--- src/logic/owbe_defs.vh ---
`ifndef OWBE_DEFS_VH
`define OWBE_DEFS_VH
// ****************************************
// command codes
// ****************************************
`define OWBE_CMD_WRITE_BYTE 8'hA5
`define OWBE_CMD_READ_BYTE 8'h96
`define OWBE_CMD_SINGLE_BIT 8'h87
`define OWBE_BIT_VALUE_POS 7
`define OWBE_BYTE_SLOTS 4'h8
// ****************************************
// read pointer codes
// ****************************************
`define OWBE_PTR_STATUS 2'h0
`define OWBE_PTR_READ_DATA 2'h1
// ****************************************
// slot timing, cycles at 250 MHz
// ****************************************
`define OWBE_START_MAX_PS 262500
`define OWBE_CLK_PERIOD_PS 4000
`define OWBE_START_MAX_CYC (`OWBE_START_MAX_PS / `OWBE_CLK_PERIOD_PS)
`define OWBE_SLOT_STD_CYC 17500
`define OWBE_SLOT_OD_CYC 2500
`define OWBE_LOW_W0_STD_CYC 15000
`define OWBE_LOW_W0_OD_CYC 2000
`define OWBE_LOW_W1_STD_CYC 1500
`define OWBE_LOW_W1_OD_CYC 250
`define OWBE_SAMPLE_STD_CYC 3000
`define OWBE_SAMPLE_OD_CYC 500
`endif

--- src/logic/owbe_engine.v ---
// Notes on behaviour
// single-bit command uses only bit seven of its parameter byte
// code A5h plus a data byte sends eight write slots
// write byte goes out lsb first, only after whole byte received
// write-byte bus activity starts within 262.5ns of last bit
// write byte finishes within eight slots plus 262.5ns
// busy flag stays one for eight slots during byte write or read
// write-byte code while busy: no acknowledge, command dropped
// read-byte code while busy: no acknowledge, command dropped
// code 96h runs eight read slots into the read data register
// read byte starts within 262.5ns and ends within eight slots more
// accepted byte command points the read pointer at status
// host selects read data register by pointer before reading; here read_pointer only ever loads status and read_data is a direct output
// write uses speed, strong and active pullup; read skips strong
// new bus command accepted only after prior activity ends
// code 87h makes write-zero or write-one slot and samples result
// first read slot lands in bit zero, eighth in bit seven
`timescale 1ns/10ps
`include "owbe_defs.vh"
module owbe_engine #(
  parameter SLOT_STD = `OWBE_SLOT_STD_CYC,
  parameter SLOT_OD = `OWBE_SLOT_OD_CYC,
  parameter LOW0_STD = `OWBE_LOW_W0_STD_CYC,
  parameter LOW0_OD = `OWBE_LOW_W0_OD_CYC,
  parameter LOW1_STD = `OWBE_LOW_W1_STD_CYC,
  parameter LOW1_OD = `OWBE_LOW_W1_OD_CYC,
  parameter SAMP_STD = `OWBE_SAMPLE_STD_CYC,
  parameter SAMP_OD = `OWBE_SAMPLE_OD_CYC
) (
  input wire clock,
  input wire reset,
  input wire cmd_valid,
  input wire [7:0] cmd_code,
  input wire param_valid,
  input wire [7:0] param_byte,
  input wire overdrive_speed_select,
  input wire strong_pullup_enable,
  input wire active_pullup_enable,
  input wire line_in,
  output reg cmd_ack,
  output reg cmd_nack,
  output reg bus_busy_flag,
  output reg single_bit_result,
  output reg [7:0] read_data,
  output reg [1:0] read_pointer,
  output reg line_oe_n,
  output reg line_out,
  output reg strong_pullup_on,
  output reg active_pullup_on
);
  localparam CW = 16;
  localparam ST_IDLE = 2'h0;
  localparam ST_WAIT = 2'h1;
  localparam ST_SLOT = 2'h2;

  // ****************************************
  // input synchroniser for the bus line
  // ****************************************
  reg line_m_r, line_s_r;
  always @(posedge clock)
  begin
    line_m_r <= line_in;
    line_s_r <= line_m_r;
  end

  // ****************************************
  // two-entry parameter buffer; ready drops only when both entries are full
  // ****************************************
  reg [7:0] buf_data [0:1];
  reg [1:0] buf_cnt_r;
  reg buf_wp_r, buf_rp_r;
  wire buf_ready = (buf_cnt_r != 2'h2);
  wire buf_pop;
  wire buf_open;
  // a data byte is only taken while a command waits for it, so the byte of
  // a refused command feeds the next command only if it comes in the cycle after the awaited byte
  wire buf_push = param_valid && buf_ready && buf_open;
  always @(posedge clock)
  begin
    if (reset)
    begin
      buf_cnt_r <= 2'h0;
      buf_wp_r <= 1'b0;
      buf_rp_r <= 1'b0;
    end
    else
    begin
      if (buf_push)
      begin
        buf_data[buf_wp_r] <= param_byte;
        buf_wp_r <= ~buf_wp_r;
      end
      if (buf_pop)
        buf_rp_r <= ~buf_rp_r;
      buf_cnt_r <= buf_cnt_r + {1'b0, buf_push} - {1'b0, buf_pop};
    end
  end
  wire buf_valid = (buf_cnt_r != 2'h0);
  wire [7:0] buf_head = buf_data[buf_rp_r];

  function [CW-1:0] pick;
    input od;
    input [CW-1:0] s;
    input [CW-1:0] o;
    begin
      pick = od ? o : s;
    end
  endfunction

  // ****************************************
  // command sequencer
  // ****************************************
  reg [1:0] state_r;
  reg [1:0] kind_r; // 0 write byte, 1 read byte, 2 single bit
  reg [7:0] shift_r;
  reg [3:0] left_r;
  reg [CW-1:0] cnt_r;
  reg od_r, spu_r, apu_r, bitv_r;
  wire is_wr = (cmd_code == `OWBE_CMD_WRITE_BYTE);
  wire is_rd = (cmd_code == `OWBE_CMD_READ_BYTE);
  wire is_sb = (cmd_code == `OWBE_CMD_SINGLE_BIT);
  assign buf_pop = (state_r == ST_WAIT) && buf_valid;
  assign buf_open = (state_r == ST_WAIT);
  wire [CW-1:0] slot_len = pick(od_r, SLOT_STD[CW-1:0], SLOT_OD[CW-1:0]);
  wire [CW-1:0] low_len = bitv_r ? pick(od_r, LOW1_STD[CW-1:0],
    LOW1_OD[CW-1:0]) : pick(od_r, LOW0_STD[CW-1:0], LOW0_OD[CW-1:0]);
  wire [CW-1:0] samp_at = pick(od_r, SAMP_STD[CW-1:0], SAMP_OD[CW-1:0]);

  always @(posedge clock)
  begin
    if (reset)
    begin
      state_r <= ST_IDLE;
      kind_r <= 2'h0;
      shift_r <= 8'h00;
      left_r <= 4'h0;
      cnt_r <= {CW{1'b0}};
      od_r <= 1'b0;
      spu_r <= 1'b0;
      apu_r <= 1'b0;
      bitv_r <= 1'b1;
      cmd_ack <= 1'b0;
      cmd_nack <= 1'b0;
      bus_busy_flag <= 1'b0;
      single_bit_result <= 1'b0;
      read_data <= 8'h00;
      read_pointer <= `OWBE_PTR_STATUS;
      line_oe_n <= 1'b1;
      line_out <= 1'b0;
      strong_pullup_on <= 1'b0;
      active_pullup_on <= 1'b0;
    end
    else
    begin
      cmd_ack <= 1'b0;
      cmd_nack <= 1'b0;
      case (state_r)
        ST_IDLE:
        begin
          line_oe_n <= 1'b1;
          active_pullup_on <= 1'b0;
          if (cmd_valid && (is_wr || is_rd || is_sb))
          begin
            cmd_ack <= 1'b1;
            read_pointer <= `OWBE_PTR_STATUS;
            od_r <= overdrive_speed_select;
            apu_r <= active_pullup_enable;
            spu_r <= strong_pullup_enable && !is_rd;
            bus_busy_flag <= 1'b1;
            if (is_rd)
            begin
              kind_r <= 2'h1;
              bitv_r <= 1'b1;
              left_r <= `OWBE_BYTE_SLOTS;
              cnt_r <= {CW{1'b0}};
              state_r <= ST_SLOT;
            end
            else
            begin
              kind_r <= is_wr ? 2'h0 : 2'h2;
              state_r <= ST_WAIT;
            end
          end
        end
        ST_WAIT:
        begin
          // byte fully received before any slot starts
          if (buf_valid)
          begin
            if (kind_r == 2'h0)
            begin
              shift_r <= buf_head;
              bitv_r <= buf_head[0];
              left_r <= `OWBE_BYTE_SLOTS;
            end
            else
            begin
              bitv_r <= buf_head[`OWBE_BIT_VALUE_POS];
              left_r <= 4'h1;
            end
            cnt_r <= {CW{1'b0}};
            state_r <= ST_SLOT;
          end
        end
        ST_SLOT:
        begin
          active_pullup_on <= apu_r;
          strong_pullup_on <= 1'b0;
          line_oe_n <= (cnt_r >= low_len);
          line_out <= 1'b0;
          cnt_r <= cnt_r + 1'b1;
          if (cnt_r == samp_at)
          begin
            shift_r <= {line_s_r, shift_r[7:1]};
            if (kind_r == 2'h2)
              single_bit_result <= line_s_r;
          end
          if (cnt_r == slot_len - 1'b1)
          begin
            cnt_r <= {CW{1'b0}};
            left_r <= left_r - 4'h1;
            // the sample has already shifted the next bit into place;
            // read slots must stay write-one whatever the line returned
            bitv_r <= (kind_r == 2'h1) || shift_r[0];
            if (left_r == 4'h1)
            begin
              if (kind_r == 2'h1)
                read_data <= shift_r;
              strong_pullup_on <= spu_r;
              bus_busy_flag <= 1'b0;
              line_oe_n <= 1'b1;
              state_r <= ST_IDLE;
            end
          end
        end
        default:
          state_r <= ST_IDLE;
      endcase
      // busy code: refuse, nothing else changes
      if (cmd_valid && state_r != ST_IDLE)
        cmd_nack <= 1'b1;
    end
  end
endmodule

--- config.mk ---
export PLATFORM = sky130hd
export DESIGN_NAME = owbe_engine
export DESIGN_NICKNAME = d
export VERILOG_FILES = /design/src/logic/owbe_engine.v
export VERILOG_INCLUDE_DIRS = /design/src /design/src/logic
export SDC_FILE = /design/constraint.sdc
export NUM_CORES = 1
export LEC_CHECK = 0
export BUFFER_PORTS_ARGS = -buffer_cell sky130_fd_sc_hd__buf_2
export CELL_PAD_IN_SITES_DETAIL_PLACEMENT = 1
export CELL_PAD_IN_SITES_GLOBAL_PLACEMENT = 1
export CORE_ASPECT_RATIO = 0.5
export CORE_MARGIN = 3
export CORE_UTILIZATION = 49
export DETAILED_ROUTE_END_ITERATION = 8
export PLACE_DENSITY_LB_ADDON = 0.1
export RECOVER_POWER = 100
export REMOVE_ABC_BUFFERS = 1
export SLEW_MARGIN = 20
export SYNTH_ARGS = -nofsm -noshare
export SYNTH_HDL_FRONTEND = slang
export SYNTH_SLANG_ARGS = --single-unit
--- constraint.sdc ---
create_clock -name clock -period 3 [get_ports clock]
set_input_delay 0.15 -clock clock [delete_from_list [all_inputs] [get_ports clock]]
set_output_delay 0.15 -clock clock [all_outputs]
set_load 0.02 [all_outputs]
Word-level counts from Yosys, hierarchy flattened
Memory sizes are Yosys's and may differ from the RTL's. A register that Yosys moved wholly into a read port is not among the register bits.
Cells that the tools add are included.
{"block": "word_totals", "register_bits": 57, "latchBits": 0, "mem_bits_rw": 16, "rom_bits": 0, "word_cells": 127, "memories": 1}
{"memory": "buf_data", "words": 2, "width": 8, "read_ports": 1, "rd_ports_with_merged_regs": 1, "wr": 1, "line": "owbe_engine.v:69", "text": "reg [7:0] buf_data [0:1];"}
{"block": "op_classes", "n_addsub": 5, "n_mul": 0, "div_mod_pow": 0, "n_lt_le_gt_ge": 1, "n_eq_ne": 18, "shifts": 0, "muxes": 51, "bitwise": 3, "n_reduce_logical": 26}
{"op": "16-bit two-way mux", "n": 4}
{"op": "16-bit case mux with 3 select lines", "n": 1}
{"op": "14-bit two-way mux", "n": 2}
{"op": "8-bit equality test, second input constant", "n": 3}
{"op": "8-bit two-way mux", "n": 3}
{"op": "4-bit two-way mux", "n": 5}
{"op": "4-bit AND reduction", "n": 5}
{"op": "1-bit two-way mux", "n": 19}
{"op": "16-bit by 1-bit adder with 16-bit output, second input constant", "n": 1}
{"op": "16-bit by 12-bit equality test with 1-bit output", "n": 1}
{"op": "16-bit equality test", "n": 1}
{"op": "16-bit by 14-bit >= comparator with 1-bit output", "n": 1}
{"op": "8-bit case mux with 2 select lines", "n": 1}
{"op": "15-bit by 1-bit subtractor with 16-bit output, second input constant", "n": 1}
{"op": "15-bit two-way mux", "n": 1}
{"op": "2-bit two-way mux", "n": 7}
{"op": "12-bit two-way mux", "n": 1}
{"op": "2-bit inequality test, second input constant", "n": 6}
{"op": "4-bit case mux with 3 select lines", "n": 1}
{"op": "11-bit two-way mux", "n": 1}
{"op": "2-bit nonzero test", "n": 4}
{"op": "1-bit logical AND", "n": 6}
{"op": "1-bit case mux with 2 select lines", "n": 3}
{"op": "2-bit case mux with 3 select lines", "n": 1}
{"op": "17 further kinds", "n": 25}

Longest topological paths before layout
Gate-level depths: netlist (run 1).
{"block": "logic_depth", "depth_word": 6, "mapped_depth": 9, "depth_no_buf": 9}

Least setup slack after synthesis (run 1)
OpenSTA, ideal clock, no wires.
{"block": "synth_path", "path_type": "register to register", "from": "register state_r[1]", "to": "memory buf_data[1][0], enable pin", "t_arrival_ns": 1.520, "t_required_ns": 2.615, "setup_slack_ns": 1.095, "stages_incl_launch_ff": 5, "path_buffers": 0, "path_cell_list": "dfxtp_1 > inv_1 > ha_1 > o211ai_1 > nor3b_1"}
{"block": "synth_between", "elab_chain_len": 5}
{"element": "start, declared", "line": "owbe_engine.v:113", "text": "reg [1:0] state_r;"}
{"element": "start signal, assigned", "line": "owbe_engine.v:133", "text": "state_r <= ST_IDLE;"}
{"element": "start signal, assigned", "line": "owbe_engine.v:176", "text": "state_r <= ST_SLOT;"}
{"element": "start signal, assigned", "line": "owbe_engine.v:181", "text": "state_r <= ST_WAIT;"}
{"element": "2-bit by 1-bit equality test with 1-bit output", "line": "owbe_engine.v:123", "text": "assign buf_open = (state_r == ST_WAIT);"}
{"element": "1-bit logical AND", "line": "owbe_engine.v:77", "text": "wire buf_push = param_valid && buf_ready && buf_open;"}
{"element": "1-bit two-way mux", "line": "owbe_engine.v:88", "text": "if (buf_push)"}
{"element": "1-bit two-way mux", "line": "owbe_engine.v:80", "text": "if (reset)"}
{"element": "1-bit two-way mux (implied by the code)", "line": "owbe_engine.v:90", "text": "buf_data[buf_wp_r] <= param_byte;"}
{"element": "end, declared", "line": "owbe_engine.v:69"}
No other way between the ends.

Worst setup path in the final report (run 1)
{"block": "layout_path", "from": "register state_r[0]", "to": "register left_r[0]"}
{"block": "layout_between", "elab_chain_len": 3, "word_cells_on_any_way": 10, "classes_between": "eq/ne (6); mux (1); reduce/logical (3)"}
{"element": "2-bit by 1-bit equality test with 1-bit output (tied with other cells)", "line": "owbe_engine.v:157", "text": "case (state_r)"}
{"element": "2-bit by 1-bit inequality test with 1-bit output (no line) (tied with other cells)"}
{"element": "5-bit AND reduction (no line)"}
{"element": "end signal, assigned", "line": "owbe_engine.v:174", "text": "left_r <= `OWBE_BYTE_SLOTS;"}
{"element": "end signal, assigned", "line": "owbe_engine.v:194", "text": "left_r <= `OWBE_BYTE_SLOTS;"}
{"element": "end signal, assigned", "line": "owbe_engine.v:221", "text": "left_r <= left_r - 4'h1;"}
{"element": "end, declared", "line": "owbe_engine.v:116", "text": "reg [3:0] left_r;"}
Parallel ways exist; a longest one is shown, timed or not.
A chain may end at the register's enable or synchronous reset.

==> results_dict.tcl, run 1 <==
set metrics [dict create \
    synth.distinct_cells 65 \
    clock_latency_ns 0.34 \
    synth_edf_count 16 \
    total_power_w 0.003023 \
    drt_iter0_drc 219 \
    stdcell_area_sq_um 4705 \
    setup_viol 0 \
    num_rows 23 \
    ys_seq_elements 74 \
    path_cells "inv_1 -> ha_1 -> clkinv_1 -> o21ai_0 -> mux2_2" \
    dieArea_sq_um 9800 \
    worst_pin_slew_ns 1.122 \
    grtUsageTotal 0.2572 \
    num_antenna_cells 0 \
    firstDrtPassIters 4 \
    synth_area_leaders "dfxtp_1 28%, edfxtp_1 11%, ha_1 7.1%" \
    max-slew-margin-rel 0.2512 \
    die_h_um 71.52 \
    grt_max_degree 54 \
    post-cts-setup-buffers 0 \
    synth_common_cells "58 x dfxtp_1, 42 x nor2_1, 30 x nand2_1" \
    maxCapViolations 0 \
    cts_sinks 74 \
    ios 42 \
    ys_warn_count 0 \
    slowest_delay_ns 0.68 \
    cts-buffers-inserted 9 \
    crit_type "reg2reg" \
    cts-root-buf "clkbuf_16" \
    dp_hpwl_mm 7.825 \
    slew_viol_final 0 \
    busiest_layer "met2" \
    use_met3 0.05891 \
    cp_data_required_time_ns 3.22 \
    area_growth_pct 11.84 \
    port_buffers 38 \
    ant_nets 0 \
    p_leak_nw 1.800 \
    place_congestion 0.8318 \
    yosys.area.top_type "dfxtp_1" \
    arrival_ns 2.72 \
    grt_pass1_vias 4073 \
    drc 0 \
    synth_top_area_frac 0.2760 \
    synth.most_common_cell "dfxtp_1" \
    cts_tree "built" \
    drive_gt1_frac 0.1041 \
    netlist_area_sq_um 4207 \
    overflow 0 \
    ys_seq_area_frac 0.3902 \
    status "complete, no violations" \
    endpoint_kind "register" \
    fin_setup_tns_ns 0 \
    timing.final.crit_period_ns 2.496 \
    min_path_type "in2reg" \
    die_w_um 137.0 \
    grt_use_met2 0.4769 \
    start_kind "register" \
    vias_per_cell 6.020 \
    synth_ff_type "dfxtp_1" \
    rsz0062_at_grt "no" \
    cpMaxStageDelayCell "o21ai_0" \
    final_nets 533 \
    fin_skew_ns 0.005272 \
    grt_pass1_wl_mm 19.98 \
    wl_per_cell_um 19.71 \
    powerDensity_nw_per_um2 642.6 \
    cts_buffer_depth 2 \
    vias 3624 \
    routed_wl_mm 11.87 \
    clk_pin_slew_ns 0.06 \
    gr-usage-met1 0.2975 \
    critPathTopFamily "compound AO/OA/AOI/OAI gates" \
    hold_viol_final 0 \
    max_clock_freq_mhz 400.7 \
    cts.htree.levels 3 \
    peakVddDrop_uv 392.7 \
    core_sq_um 8173 \
    synthesis.instances 454 \
    initial_utilization 0.5147 \
    fin_crit_sh 0.8320 \
    crit_buf_inv 2 \
    cp_max_fo 12 \
    grt_antenna_before_repair 0 \
    dpl-instance-area_sq_um 4398 \
    synthArstFlopShare 0 \
    synth_area_per_cell_sq_um 9.265 \
]
==> per-stage QoR <==
stage / setup WS [ns] / util / std cells / hold WS (ns)
finish: 0.5041 / 0.5756 / 602 / 0.03507
global route: 0.3647 / 0.5756 / 602 / 0.05042
CTS: 0.6762 / 0.5840 / 602 / 0.006043
floorplan: 0.4279 / - / 421 / 0.1777
global placement: 0.8630 / 0.5381 / 578 / 0.2557
detailed placement: 0.7222 / 0.5381 / 578 / 0.2670
==> final timing paths <==
kind | from | end | slack [ns] | depth (start not counted)
min reg2reg | line_m_r | line_s_r | 0.34 | 0
min | param_byte[5] | buf_data[1][5] | 0.04 | 1
max | state_r[0] | left_r[0] | 0.50 | 5
max reg2reg | state_r[0] | left_r[0] | 0.50 | 5
==> state kept, by name (all words and copies together) (netlist names), 2 cells and up, named ones only <==
signal     flops
state_r        2
buf_data      16
kind_r         2
cnt_r         16
left_r         4
buf_cnt_r      2
read_data      8
shift_r        8
==> per-layer routing <==
layer	vias up	part of all wire
met5	-	0
met4	0	0.011
met3	16	0.037
met2	73	0.51
met1	1803	0.44
li1	1732	-
==> where the power goes <==
group	total, W	switching [W]	internal (W)	leakage (nW)
Combinational	0.000771	0.000509	0.000261	1.05
Clock	0.00109	0.000443	0.000646	0.137
Sequential	0.00116	0.0000713	0.00109	0.614
==> cell type report <==
| cell class | count | area [sq um] |
|---|---|---|
| repair buffers | 53 | 286.5 |
| multi-input cells | 325 | 2258 |
| well taps | 112 | 140.1 |
| inverters | 22 | 82.58 |
| flip-flops and latches | 74 | 1642 |
| clock buffers | 10 | 229.0 |
| fillers | 949 | 3468 |
| clock inverters | 6 | 66.31 |
==> timing repair <==
action,4_1_cts,5_1_grt
hold endpoints to repair,15,0
endpoints found under the setup margin,0,0
gates resized for setup,0,0
hold buffers,8,0
==> cells by family after synthesis <==
family                     count (synthesis)  synth area share
muxes                                     28           0.06722
DFF                                       74            0.3902
adders and majority gates                 24           0.07139
buffers and inverters                     57           0.06692
AOI/OAI and AO/OA                         86            0.1487
xor gates and xnor gates                   5           0.01041
other                                      1         0.0008915
and+or+nand+nor                          179            0.2442
==> cells in the final DEF, fill, tap and decap left out, types with 8 or more instances in the layout <==
cell type	count
and3_1	9
inv_1	21
o21ai_0	13
nand2_1	30
dfxtp_1	58
dlygate4sd3_1	8
nand3_1	20
a31oi_1	12
a221oi_1	8
clkbuf_1	26
ha_1	24
edfxtp_1	16
nand4_1	28
nor2_1	42
buf_2	15
a21oi_1	20
clkbuf_16	9
mux2i_1	26
No activity file was read; power rests on OpenSTA's default activity.
==> run 2: changes to the inputs <==
--- a/config.mk
+++ b/config.mk
@@ -6,12 +6,13 @@
 export SDC_FILE = /design/constraint.sdc
 export NUM_CORES = 1
 export LEC_CHECK = 0
+export ABC_AREA = 1
 export BUFFER_PORTS_ARGS = -buffer_cell sky130_fd_sc_hd__buf_2
 export CELL_PAD_IN_SITES_DETAIL_PLACEMENT = 1
 export CELL_PAD_IN_SITES_GLOBAL_PLACEMENT = 1
 export CORE_ASPECT_RATIO = 0.5
 export CORE_MARGIN = 3
-export CORE_UTILIZATION = 49
+export CORE_UTILIZATION = 39
 export DETAILED_ROUTE_END_ITERATION = 8
 export PLACE_DENSITY_LB_ADDON = 0.1
 export RECOVER_POWER = 100
==> constraint.sdc (replaced) <==
create_clock -name clock -period 2.04 [get_ports clock]
set_input_delay 0.102 -clock clock [delete_from_list [all_inputs] [get_ports clock]]
set_output_delay 0.102 -clock clock [all_outputs]
set_load 0.02 [all_outputs]
==> run 2 against run 1 <==
  * Register-to-register slack lost 0.39 ns
  * Cell count grew 35%
  * Highest routed layer unchanged
  * Maximum frequency grew 30%
  * Clock-buffer cell count shrank 1
  * Combinational power grew 110%
  * Largest power group unchanged
  * Clock power grew 58%
  * Synthesized area grew 1.5%
  * Power grew 69%
  * Hold slack lost 0.018 ns
  * Non-clock buffer count grew 17
==> results_dict.tcl, run 2 <==
set metrics [dict create \
    synthArstFlopShare 0 \
    fin_setup_tns_ns 0 \
    cts-buffers-inserted 9 \
    ant_nets 0 \
    powerDensity_nw_per_um2 1004 \
    ys_seq_elements 74 \
    grt_max_degree 23 \
    vias_per_cell 4.917 \
    maxCapViolations 0 \
    drc 0 \
    grtUsageTotal 0.2056 \
    firstDrtPassIters 4 \
    grt_pass1_vias 4082 \
    initial_utilization 0.4091 \
    total_power_w 0.005102 \
    status "complete, no violations" \
    rrSetupSlack_ns 0.12 \
    timing.final.crit_period_ns 1.923 \
    dieArea_sq_um 12320 \
    endpoint_kind "register" \
    top_regs "buf_data (16), cnt_r (16)" \
    clock_latency_ns 0.34 \
    ios 42 \
    cts_tree "built" \
    crit_type "reg2reg" \
    reg2reg_depth 11 \
    dp_cells 785 \
    min_path_cells 3 \
    fin_crit_sh 0.9426 \
    netlist_area_sq_um 4272 \
    holdWs_ns 0.01658 \
    yosys.area.top_type "dfxtp_1" \
    final_nets 715 \
    r2r-end "buf_cnt_r[1]" \
    mostFrequentLayoutCells "134 x nand2_1, 103 x nor2_1, 86 x inv_1" \
    dp_hpwl_mm 9.050 \
    core_sq_um 10440 \
    synth_area_leaders "dfxtp_1 27%, nand2_1 12%, edfxtp_1 11%" \
    min_path_type "in2reg" \
    port_buffers 38 \
    p_leak_nw 2.241 \
    grt_pass1_wl_mm 20.23 \
    overflow 0 \
    fin_skew_ns 0.01125 \
    setup.worst_path.end "buf_cnt_r[1]" \
    die_w_um 154.0 \
    worst_pin_slew_ns 0.5296 \
    ys_warn_count 0 \
    cp-startpoint "state_r[1]" \
    peakVddDrop_uv 555.0 \
    drive_gt1_frac 0.1205 \
    vias 3993 \
    synth_ff_type "dfxtp_1" \
    clk_pin_slew_ns 0.06 \
    area_growth_pct 18.92 \
    num_rows 26 \
    synth.distinct_cells 39 \
    place_congestion 0.9142 \
    cts.htree.levels 3 \
    cp_data_required_time_ns 2.27 \
    r2r_start "state_r[1]" \
    hold_viol_final 0 \
    synth_common_cells "133 x nand2_1, 104 x nor2_1, 86 x inv_1" \
    routed_wl_mm 12.03 \
    synth_edf_count 16 \
    slew_viol_final 0 \
    grt_antenna_before_repair 0 \
    cts_sinks 74 \
    start_kind "register" \
    final_common_cell "nand2_1" \
    max-slew-margin-rel 0.6470 \
    synth_top_area_frac 0.2718 \
    cp_max_fo 4 \
    max_clock_freq_mhz 520.1 \
    wl_per_cell_um 14.81 \
    synth.most_common_cell "nand2_1" \
    num_antenna_cells 0 \
    setup_viol 0 \
    drt_iter0_drc 177 \
    ys_seq_area_frac 0.3843 \
    arrival_ns 2.15 \
    cts_buffer_depth 2 \
    synth_area_per_cell_sq_um 7.096 \
    synthesis.instances 602 \
    cts-root-buf "clkbuf_16" \
    fin_cells 812 \
    die_h_um 80.01 \
]
## run 2: metal layers
| metal | track usage | share of wire | vias up |
|---|---|---|---|
| met4 | 0.04229 | 0.010 | 0 |
| met2 | 0.3674 | 0.48 | 59 |
| met1 | 0.2584 | 0.47 | 1892 |
| li1 | - | - | 2031 |
| met3 | 0.04331 | 0.035 | 11 |
| met5 | 0 | 0 | - |
## run 2: power breakdown
| group | switching, W | internal, W | leakage, nW |
|---|---|---|---|
| clock network | 0.000730 | 0.000989 | 0.158 |
| logic | 0.00107 | 0.000539 | 1.47 |
| registers | 0.000123 | 0.00165 | 0.614 |
## run 2: worst min-delay path by stage
stage | slack, ns | start | end
finish | 0.02 | cmd_valid | cmd_nack
global route | 0.03 | strong_pullup_enable | spu_r
CTS | 0.008 | strong_pullup_enable | spu_r
detailed placement | 0.22 | line_in | line_m_r
global placement | 0.21 | line_in | line_m_r
floorplan | 0.13 | line_in | line_m_r
## run 2: critical path, stage by stage (launching register included)
cell	delay, ns
dfxtp_1	0.34
inv_1	0.14
ha_4	0.16
nand2_1	0.05
nor2_1	0.13
inv_1	0.09
ha_1	0.28
inv_1	0.04
ha_1	0.18
xor2_1	0.21
buf_4	0.15
a21oi_1	0.05
## run 2: final cells by class
| type | count | area [sq um] |
|---|---|---|
| fillers | 1385 | 5363 |
| multi-input cells | 422 | 2192 |
| clock inverters | 7 | 92.59 |
| inverters | 90 | 339.1 |
| flip-flops and latches | 74 | 1643 |
| clock buffers | 9 | 225.2 |
| repair buffers | 70 | 412.9 |
| well taps | 140 | 175.2 |
## run 2: logic make-up (layout without fill, tap and decap cells)
group | count (synthesis) | after routing | synth area share
xor gates and xnor gates | 3 | 3 | 0.006152
and+or+nand+nor | 323 | 323 | 0.3281
buffers and inverters | 108 | 176 | 0.1060
other | 1 | 3 | 0.0008779
adders and majority gates | 24 | 24 | 0.07030
AOI/OAI and AO/OA | 58 | 58 | 0.07674
muxes | 11 | 11 | 0.02753
DFF | 74 | 74 | 0.3843
## run 2: through the flow
step	instance area (sq um)	utilization	setup WS [ns]
after floorplan	4165	-	0.05820
after global placement	4688	0.4490	0.1913
after detailed placement	4688	0.4490	0.06860
after CTS	5106	0.4890	0.05753
after global routing	5080	0.4865	-0.04128
final	5080	0.4865	0.1172
## run 2: timing repair
item                       CTS  global route
setup buffers                0             1
hold buffers                10             0
resized for setup            0             8
hold endpoints to repair    18             0
setup endpoints to repair    0            14
